File: config.mk
export PLATFORM = sky130hd
export DESIGN_NAME = module_status_led_run_stop
export DESIGN_NICKNAME = d
export VERILOG_FILES = /design/src/status_pkg.sv /design/src/flash_if.sv /design/src/flash_divider.sv /design/src/module_status_led_run_stop.sv
export VERILOG_INCLUDE_DIRS = /design/src
export SDC_FILE = /design/constraint.sdc
export NUM_CORES = 1
export LEC_CHECK = 0
export BUFFER_PORTS_ARGS = -buffer_cell sky130_fd_sc_hd__buf_2
export CAP_MARGIN = 10
export CORE_ASPECT_RATIO = 1.75
export CORE_MARGIN = 5
export CORE_UTILIZATION = 55
export CTS_CLUSTER_DIAMETER = 30
export DETAILED_ROUTE_END_ITERATION = 16
export PLACE_DENSITY = 0.79
export RECOVER_POWER = 100
export SYNTH_ARGS = -nofsm -noshare
export SYNTH_HDL_FRONTEND = slang
export SYNTH_SLANG_ARGS = --single-unit
File: constraint.sdc
create_clock -name clk_sys -period 2.5 [get_ports clk_sys]
set_clock_uncertainty 0.05 [all_clocks]
set_input_delay 0 -clock clk_sys [delete_from_list [all_inputs] [get_ports clk_sys]]
set_output_delay 0 -clock clk_sys [all_outputs]
set_load 0.01 [all_outputs]
File: src/status_defines.svh
// timing and encoding constants for the module status indicator block
// assumes a 200 MHz system clock
`ifndef STATUS_DEFINES_SVH
`define STATUS_DEFINES_SVH
`define CLK_HZ           200000000
`define FLASH_BASE_HZ    4
// one tick per quarter second: 2 Hz toggles every tick, 1 Hz every second tick
`define TICK_CYCLES      (`CLK_HZ / `FLASH_BASE_HZ)
`define TICK_W           26
`define IN_CH            8
`define OUT_CH           4
`define LOGIC_PERIOD_CYCLES 16'h0800
`define LOGIC_W          16
`endif

File: src/status_pkg.sv
// shared types for the module status indicator block
// assumes status_defines.svh is on the include path
package status_pkg;
    typedef enum logic [3:0] {
        ST_BOOT  = 4'b0001,
        ST_STOP  = 4'b0010,
        ST_RUN   = 4'b0100,
        ST_FAIL  = 4'b1000
    } run_state_e;
    typedef struct packed {
        logic red;
        logic green;
    } led_s;
endpackage : status_pkg

File: src/flash_if.sv
// carries the shared flash phases from the divider to the main logic
// assumes one clk_sys domain
interface flash_if;
    logic phase_1hz;
    logic phase_2hz;
    logic tick;
    modport src (output phase_1hz, output phase_2hz, output tick);
    modport dst (input phase_1hz, input phase_2hz, input tick);
endinterface : flash_if

File: src/flash_divider.sv
// shared divider producing coherent 1 Hz and 2 Hz square waves
// assumes a 200 MHz clk_sys and synchronous active-low reset
`include "status_defines.svh"
module flash_divider (
    input  wire logic clk_sys,
    input  wire logic rst_b,
    flash_if.src      fl
);
    logic [`TICK_W-1:0] cnt_q, cnt_d;
    logic [1:0]         ph_q, ph_d;
    logic               tick_d, tick_q;

    always_comb begin
        cnt_d  = cnt_q + `TICK_W'(1);
        ph_d   = ph_q;
        tick_d = 1'b0;
        if (cnt_q == `TICK_W'(`TICK_CYCLES - 1)) begin
            cnt_d  = '0;
            ph_d   = ph_q + 2'h1;
            tick_d = 1'b1;
        end
    end

    always_ff @(posedge clk_sys) begin
        if (!rst_b) begin
            cnt_q  <= '0;
            ph_q   <= 2'h0;
            tick_q <= 1'b0;
        end else begin
            cnt_q  <= cnt_d;
            ph_q   <= ph_d;
            tick_q <= tick_d;
        end
    end

    // both waves have 50 percent duty from the same counter
    assign fl.phase_2hz = ph_q[0];
    assign fl.phase_1hz = ph_q[1];
    assign fl.tick      = tick_q;
endmodule : flash_divider

File: src/module_status_led_run_stop.sv
// run/stop state and status indicators of an expansion I/O module
// assumes pins are asynchronous; commands and faults come from same-clock logic
`include "status_defines.svh"
module module_status_led_run_stop
    import status_pkg::*;
(
    // clock and reset
    input  wire logic                   clk_sys,
    input  wire logic                   rst_b,
    // pins
    input  wire logic                   supply_ok_pin,
    input  wire logic [`IN_CH-1:0]      input_channels,
    // boot and configuration
    input  wire logic                   boot_done,
    input  wire logic                   boot_ok,
    input  wire logic                   config_verified,
    // commands
    input  wire logic                   cmd_start,
    input  wire logic                   cmd_stop,
    // faults, two-channel flags and output requests
    input  wire logic                   crit_fault_here,
    input  wire logic                   crit_fault_other,
    input  wire logic                   field_fault,
    input  wire logic [`IN_CH-1:0]      in_fault,
    input  wire logic [`IN_CH-1:0]      in_two_channel,
    input  wire logic [`OUT_CH-1:0]     out_request,
    input  wire logic [`OUT_CH-1:0]     out_test_fault,
    // outputs
    output status_pkg::led_s            module_state_indicator,
    output logic [`IN_CH-1:0]           input_led,
    output logic [`OUT_CH-1:0]          output_led,
    output logic [`OUT_CH-1:0]          output_channels,
    output logic [`IN_CH-1:0]           input_values,
    output logic                        running,
    output logic                        first_cycle,
    output logic                        function_reset
);
    flash_if fl();

    flash_divider u_div (
        .clk_sys (clk_sys),
        .rst_b   (rst_b),
        .fl      (fl)
    );

    // pin synchronisers: stage one is read only by stage two
    logic                supply_s1_q, supply_s2_q;
    logic [`IN_CH-1:0]   in_s1_q, in_s2_q;

    always_ff @(posedge clk_sys) begin
        if (!rst_b) begin
            supply_s1_q <= 1'b0;
            supply_s2_q <= 1'b0;
            in_s1_q     <= '0;
            in_s2_q     <= '0;
        end else begin
            supply_s1_q <= supply_ok_pin;
            supply_s2_q <= supply_s1_q;
            in_s1_q     <= input_channels;
            in_s2_q     <= in_s1_q;
        end
    end

    // run/stop state machine
    run_state_e          state_q, state_d;
    logic [`LOGIC_W-1:0] fc_cnt_q, fc_cnt_d;
    logic                fc_q, fc_d;
    logic                frst_q, frst_d;
    logic                crit;

    assign crit = crit_fault_here | crit_fault_other;

    always_comb begin
        state_d  = state_q;
        fc_cnt_d = fc_cnt_q;
        fc_d     = fc_q;
        frst_d   = 1'b0;
        unique case (state_q)
            ST_BOOT: begin
                if (boot_done) begin
                    if (!boot_ok) begin
                        state_d = ST_FAIL;
                    end else if (config_verified) begin
                        state_d = ST_RUN;
                    end else begin
                        state_d = ST_STOP;
                    end
                end
            end
            ST_STOP: begin
                if (cmd_start && !crit) begin
                    state_d = ST_RUN;
                end
            end
            ST_RUN: begin
                if (crit) begin
                    state_d = ST_STOP;
                end else if (cmd_stop) begin
                    state_d = ST_STOP;
                end
            end
            ST_FAIL: begin
                state_d = ST_FAIL;
            end
        endcase
        // every entry into run, from boot or stop, is a start
        if (state_d == ST_RUN && state_q != ST_RUN) begin
            fc_d     = 1'b1;
            fc_cnt_d = `LOGIC_PERIOD_CYCLES - `LOGIC_W'(1);
            frst_d   = 1'b1;
        end else if (fc_q) begin
            if (fc_cnt_q == '0 || state_q != ST_RUN) begin
                fc_d = 1'b0;
            end else begin
                fc_cnt_d = fc_cnt_q - `LOGIC_W'(1);
            end
        end
    end

    always_ff @(posedge clk_sys) begin
        if (!rst_b) begin
            state_q  <= ST_BOOT;
            fc_cnt_q <= '0;
            fc_q     <= 1'b0;
            frst_q   <= 1'b0;
        end else begin
            state_q  <= state_d;
            fc_cnt_q <= fc_cnt_d;
            fc_q     <= fc_d;
            frst_q   <= frst_d;
        end
    end

    // indicator and output logic
    led_s                ms_d, ms_q;
    logic [`IN_CH-1:0]   inled_d, inled_q, inval_d, inval_q;
    logic [`OUT_CH-1:0]  outled_d, outled_q, outch_d, outch_q;
    logic                is_run;
    logic                ph1, ph2;

    assign is_run = (state_q == ST_RUN);
    assign ph1    = fl.phase_1hz;
    assign ph2    = fl.phase_2hz;

    always_comb begin
        ms_d = '{red: 1'b0, green: 1'b0};
        if (crit_fault_here) begin
            ms_d.red = ph2;
        end else if (crit_fault_other) begin
            ms_d.red = 1'b1;
        end else if (!supply_s2_q) begin
            ms_d = '{red: 1'b0, green: 1'b0};
        end else if (field_fault) begin
            ms_d = '{red: ph1, green: !ph1};
        end else if (state_q == ST_FAIL) begin
            ms_d.red = ph1;
        end else if (is_run) begin
            ms_d.green = 1'b1;
        end else if (state_q == ST_STOP) begin
            ms_d.green = ph1;
        end
        for (int i = 0; i < `IN_CH; i++) begin
            if (!in_fault[i]) begin
                inled_d[i] = in_s2_q[i];
            end else if (!in_s2_q[i] && in_two_channel[i]) begin
                inled_d[i] = !ph1;
            end else begin
                inled_d[i] = ph1;
            end
        end
        // run only; output channels, not input values, are also cut under a critical fault
        outch_d = (is_run && !crit) ? out_request : '0;
        inval_d = is_run ? in_s2_q : '0;
        for (int j = 0; j < `OUT_CH; j++) begin
            outled_d[j] = out_test_fault[j] ? ph1 : outch_d[j];
        end
    end

    always_ff @(posedge clk_sys) begin
        if (!rst_b) begin
            ms_q     <= '{red: 1'b0, green: 1'b0};
            inled_q  <= '0;
            inval_q  <= '0;
            outled_q <= '0;
            outch_q  <= '0;
        end else begin
            ms_q     <= ms_d;
            inled_q  <= inled_d;
            inval_q  <= inval_d;
            outled_q <= outled_d;
            outch_q  <= outch_d;
        end
    end

    assign module_state_indicator = ms_q;
    assign input_led              = inled_q;
    assign output_led             = outled_q;
    assign output_channels        = outch_q;
    assign input_values           = inval_q;
    assign running                = is_run;
    assign first_cycle            = fc_q;
    assign function_reset         = frst_q;
endmodule : module_status_led_run_stop

* Word-level counts from Yosys, hierarchy flattened
Index checks and enable logic that the tools add are counted.
** Cells by class
- Add/sub/neg operators :: 3
- Multiply operators :: 0
- Div/mod/pow operators :: 0
- Order comparisons :: 0
- Equality and inequality tests :: 8
- Shifts and indexed selects :: 0
- Mux-type cells :: 43
- Bitwise operators :: 4
- Reductions and logical operators :: 30
** Operator list (count)
- 2-to-1 mux 11 bit :: 3
- 2-to-1 mux 1 bit :: 30
- adder 26 x 1 -> 26 bit, second input constant :: 1
- == test 26 bit, second input constant :: 1
- 2-to-1 mux 4 bit :: 6
- zero test 16 bit :: 1
- case mux 4 bit (4 select lines) :: 1
- subtractor 16 x 1 -> 16 bit, second input constant :: 1
- logical AND 1 bit :: 11
- zero test 1 bit :: 10
- == test 4 x 3 -> 1 bit, second input constant :: 2
- AND reduction 2 bit :: 3
- == test 4 x 1 -> 1 bit, second input constant :: 1
- == test 4 x 2 -> 1 bit, second input constant :: 1
- == test 4 bit, second input constant :: 1
- 2-to-1 mux 2 bit :: 2
- inequality test 4 x 3 -> 1 bit, second input constant :: 1
- OR reduction 2 bit :: 2
- OR reduction 4 bit :: 1
- 2-to-1 mux 3 bit :: 1
- NOT 1 bit :: 3
- adder 2 x 1 -> 2 bit, second input constant :: 1
- inequality test 2 bit, second input constant :: 1
- nonzero test 2 bit :: 1
- other kinds (2) :: 2
** Storage, ports and cells
- Register bits after elaboration :: 94
- Latch bits :: 0
- RAM bits :: 0
- ROM bits :: 0
- Output and inout port bits :: 29
- Word-level logic and storage cells :: 105
- Memories kept :: 0

* Longest topological paths before layout
- Depth in word-level cells :: 9
- Gate-level depth with buffers :: 8

* Cells and area by module
From an unflattened synthesis, not the netlist that was laid out.
** Unflattened totals
- Cell total of the unflattened synthesis :: 442
- Area, all modules :: 4028.9 µm²
** By module, submodules not included
- module_status_led_run_stop :: instances 1, cells each 288, area an instance 2716.4 µm²
- flash_divider :: instances 1, cells each 154, area an instance 1312.5 µm²

* Least setup slack after synthesis
Ideal clock, no wire load.
- Path type :: reg-to-reg
- From :: register state_q[2]
- To :: register fc_cnt_q[0]
- Arrival time :: 1.901 ns
- Data required time :: 2.381 ns
- Slack :: 0.479 ns
- Cell stages (with the launch flop) :: 9
- Path buffers :: 2
- Path through :: dfxtp_1 buf_4 or4b_4 clkinv_2 a32o_1 a21oi_1 or4_4 buf_6 o21ai_1
** Between the ends
- Word-level cells in the longest chain between the ends :: 7
- Elaborated cells on any way between the ends :: 17
- Classes of those cells :: eq/ne: 7; mux: 6; reduce/logical: 4
** Ends and longest elaborated chain
- start: declaration :: RTL line module_status_led_run_stop.sv:65 : run_state_e state_q, state_d;
- start signal: assignment :: RTL line module_status_led_run_stop.sv:127 : state_q <= state_d;
- 2-to-1 mux 4 bit :: RTL line module_status_led_run_stop.sv:98 : end else if (cmd_stop) begin
- 2-to-1 mux 4 bit :: RTL line module_status_led_run_stop.sv:96 : if (crit) begin
- case mux 4 bit (4 select lines) :: RTL line module_status_led_run_stop.sv:78 : unique case (state_q)
- == test 4 x 3 -> 1 bit :: RTL line module_status_led_run_stop.sv:107 : if (state_d == ST_RUN && state_q != ST_RUN) begin
- logical AND 1 bit :: RTL line module_status_led_run_stop.sv:107
- inequality test 2 bit (no line) or nonzero test 2 bit (tied branches)
- AND reduction 2 bit (no line)
- end signal: assignment :: RTL line module_status_led_run_stop.sv:128 : fc_cnt_q <= fc_cnt_d;
- end: declaration :: RTL line module_status_led_run_stop.sv:66 : logic [`LOGIC_W-1:0] fc_cnt_q, fc_cnt_d;
Several ways; a longest one is shown, not always the timed one.
A chain may end at the register's enable or synchronous reset.

* Worst setup path in the final report
- From :: register state_q[2]
- To :: register fc_cnt_q[8]
The elaborated chain is that of the path after synthesis.

==> flow_metrics.py <==
metrics = {
    "run_status": {
        "status": "finished clean",
    },
    "power_and_ir_drop": {
        "intPower_w": 0.00244,
        "irDropWorstVdd_mv": 0.549,
        "clkPwrFrac_pct": 40.7,
        "pwr-share-seq_pct": 50.1,
        "p_leak_nw": 1.93,
        "power_density_nw_per_um2": 640,
        "comb_power_share_pct": 9.2,
        "switching_share_pct": 21.9,
        "power.switching_w": 0.000687,
    },
    "global_route": {
        "grt_pass1_vias": 3506,
        "antenna_found_initial": 0,
        "grt_overflow": 0,
        "grt_pass1_wl_um": 15600,
        "grt_max_degree": 41,
        "track_usage_pct": 21.9,
    },
    "sta": {
        "setup_tns_ns": 0,
        "finalCritPeriodShare_pct": 89.7,
        "final_max_slew_viol_count": 0,
        "hold_viol": 0,
        "setup_viol": 0,
        "worst_pin_slew_ns": 0.566,
        "fin_crit_ns": 2.24,
        "rsz0062_at_grt": "no",
        "fmax_mhz": 446,
        "relSlewSlack_pct": 62.2,
    },
    "detailed_routing": {
        "drt_wl_total_um": 9120,
        "drt-wirelength-per-cell_um": 14.6,
        "drtPass1Iterations": 5,
        "ant_nets": 0,
        "vias_per_cell": 5.39,
        "drc": 0,
        "vias": 3367,
        "drt_iter0_drc": 216,
    },
    "hold_path": {
        "hold_path.class": "in -> reg",
    },
    "place": {
        "place_area_um2": 4360,
        "io_buffer_count": 71,
        "place_congestion": 0.885,
        "dp_hpwl_um": 6400,
    },
    "worst_setup_path": {
        "startpoint_type": "register",
        "crit_fanout": 13,
        "critPathSlowestCell": "or4_4",
        "end_kind": "register",
        "slowest_delay_ns": 0.62,
        "crit_chain": "or4b_4, clkinv_2, a32o_1, a21oi_1, or4_4, o21ai_0",
        "worstPathRequired_ns": 2.71,
        "cp_data_arrival_time_ns": 2.45,
        "criticalPathCategory": "reg -> reg",
    },
    "layout": {
        "final_nets": 584,
        "syn_to_final_growth_pct": 24.5,
        "drive_gt1_share_pct": 12.8,
        "postLayoutCellArea_um2": 4890,
        "n_antenna_cell": 0,
    },
    "floorplan": {
        "coreArea_um2": 6910,
        "die_h_um": 122,
        "die_x_um": 73.9,
        "die-area_um2": 9000,
        "row_count": 40,
        "io_pins": 72,
        "initial_core_util_pct": 56.9,
    },
    "synthesis": {
        "ys_warn_count": 0,
        "seq_area_frac_synth_pct": 47.9,
        "dominantRegCellSynth": "dfxtp_1",
        "synth_cell_type_count": 48,
        "synth_area_leaders": "dfxtp_1 48%, xnor2_1 8.0%, nor2_1 5.4%",
        "ys_seq_elements": 94,
        "synth_edf_count": 0,
        "synthCells": 433,
        "async_flop_share_pct": 0,
        "syn_nets": 479,
        "synth_top_area_share_pct": 47.9,
        "synth_top_area_cell": "dfxtp_1",
        "avgSynthCellArea_um2": 9.07,
        "netlist_area_um2": 3930,
    },
    "clocking": {
        "path_clk_slew_ns": 0.06,
        "cts_tree": "done",
        "clk_path_buf_depth": 2,
        "root_buffer": "clkbuf_16",
        "cts_resized": 0,
        "cts_inserted_buffers": 9,
        "cts_sinks": 94,
        "cts_htree_levels": 3,
        "clk_latency_ns": 0.34,
    },
    "flow_run": {
        "maxCapViolations": 0,
    },
}
==> cells in the final DEF (no fill, tap or decap), drive strengths merged, types with 4 or more instances in the layout <==
master,count
or4,6
nand2b,4
inv,17
xnor2,36
nand2,24
nand3,12
nand4,4
clkbuf,45
xor2,5
a21oi,22
nor3,17
o21ai,22
and2,20
nor4,11
nor2,57
dfxtp,94
buf,46
and3,16
nor4b,14
nand3b,5
dlygate4sd3,34
==> final timing paths <==
path	start	to	slack (ns)	depth (start not counted)
max	state_q[2]$_SDFF_PN0_	fc_cnt_q[8]$_SDFFE_PN0P_	0.26	6
min	in_fault[2]	input_led[2]$_SDFF_PN0_	0.02	4
max reg2reg	state_q[2]$_SDFF_PN0_	fc_cnt_q[8]$_SDFFE_PN0P_	0.26	6
min reg2reg	in_s1_q[4]$_SDFF_PN0_	in_s2_q[4]$_SDFF_PN0_	0.38	1
==> per-stage QoR <==
stage          total power, W  utilization, %  setup WS (ns)  instances  hold WS [ns]
2_1_floorplan         0.00177               -          0.479        433        0.0668
3_3_place_gp          0.00185            63.1          0.345        577         0.156
4_1_cts               0.00317            71.9          0.248        625       0.00199
5_1_grt               0.00326            70.8         0.0938        625        0.0465
3_5_place_dp          0.00186            63.1          0.268        577         0.159
6_report              0.00313            70.8          0.257        625        0.0175
==> Yosys cell counts (all sizes together) (12+ instances only) <==
cell   number
nand2      24
nand3      12
and2       20
inv        17
o21ai      22
nor4b      14
dfxtp      94
and3       16
nor3       17
a21oi      22
nor2       57
xnor2      36
==> final cells by class <==
cell class              count  area (um^2)
clock buffers              12          236
clock inverters             2         35.0
fillers                   564         2020
inverters                  18         68.8
multi-input cells         302         1860
flip-flops and latches     94         1880
well taps                  84          105
repair buffers            113          707
==> timing repair <==
item / in CTS / in global routing
setup buffers: 0 / 0
hold buffers: 34 / 0
hold endpoints to repair: 28 / 0
==> critical path, delay by kind of cell, from the launching register on <==
family          cells  cell delay (ns)
simple gates        2             1.15
buf+inv             1             0.17
compound gates      3             0.33
flops               1             0.47
==> sequential cells by signal, indices dropped and copies added (netlist names) <==
| register | cells |
|---|---|
| function_reset | 1 |
| u_div.cnt_q | 26 |
| input_values | 8 |
| supply_s2_q | 1 |
| input_led | 8 |
| output_led | 4 |
| output_channels | 4 |
| first_cycle | 1 |
| in_s2_q | 8 |
| fc_cnt_q | 16 |
| in_s1_q | 8 |
| module_state_indicator | 2 |
| state_q | 4 |
| u_div.ph_q | 2 |
| supply_s1_q | 1 |
==> cell families (layout without fill, tap and decap cells) <==
logic type / Yosys count / after routing / share of synthesized area [%]
flip-flops: 94 / 94 / 47.9
AND/OR/NAND/NOR: 201 / 201 / 29.3
adder cells (fa/ha/maj): 3 / 3 / 0.956
buffers and inverters: 37 / 145 / 4.11
multiplexers: 1 / 1 / 0.287
AO/OA/AOI/OAI: 56 / 56 / 8.34
XOR/XNOR: 41 / 41 / 9.14
==> power by group through the flow <==
stage	combinational, W	clock (W)	sequential [W]
after detailed placement	0.000259	0	0.00160
after global placement	0.000253	0	0.00160
after CTS	0.000299	0.00130	0.00157
final	0.000289	0.00127	0.00157
after floorplan	0.000175	0	0.00160
after global routing	0.000320	0.00137	0.00157
==> per-layer routing <==
layer  routed length, um  part of all wire (%)  GRT usage, %  vias to the layer above
met5                   0                     0             0                        -
met4                 242                   2.7          10.5                        0
met3                 369                   4.0          4.54                       22
met1                3490                    38          24.1                     1570
met2                5010                    55          38.8                       78
li1                    -                     -             -                     1697
No activity file was read; power rests on OpenSTA's default activity.
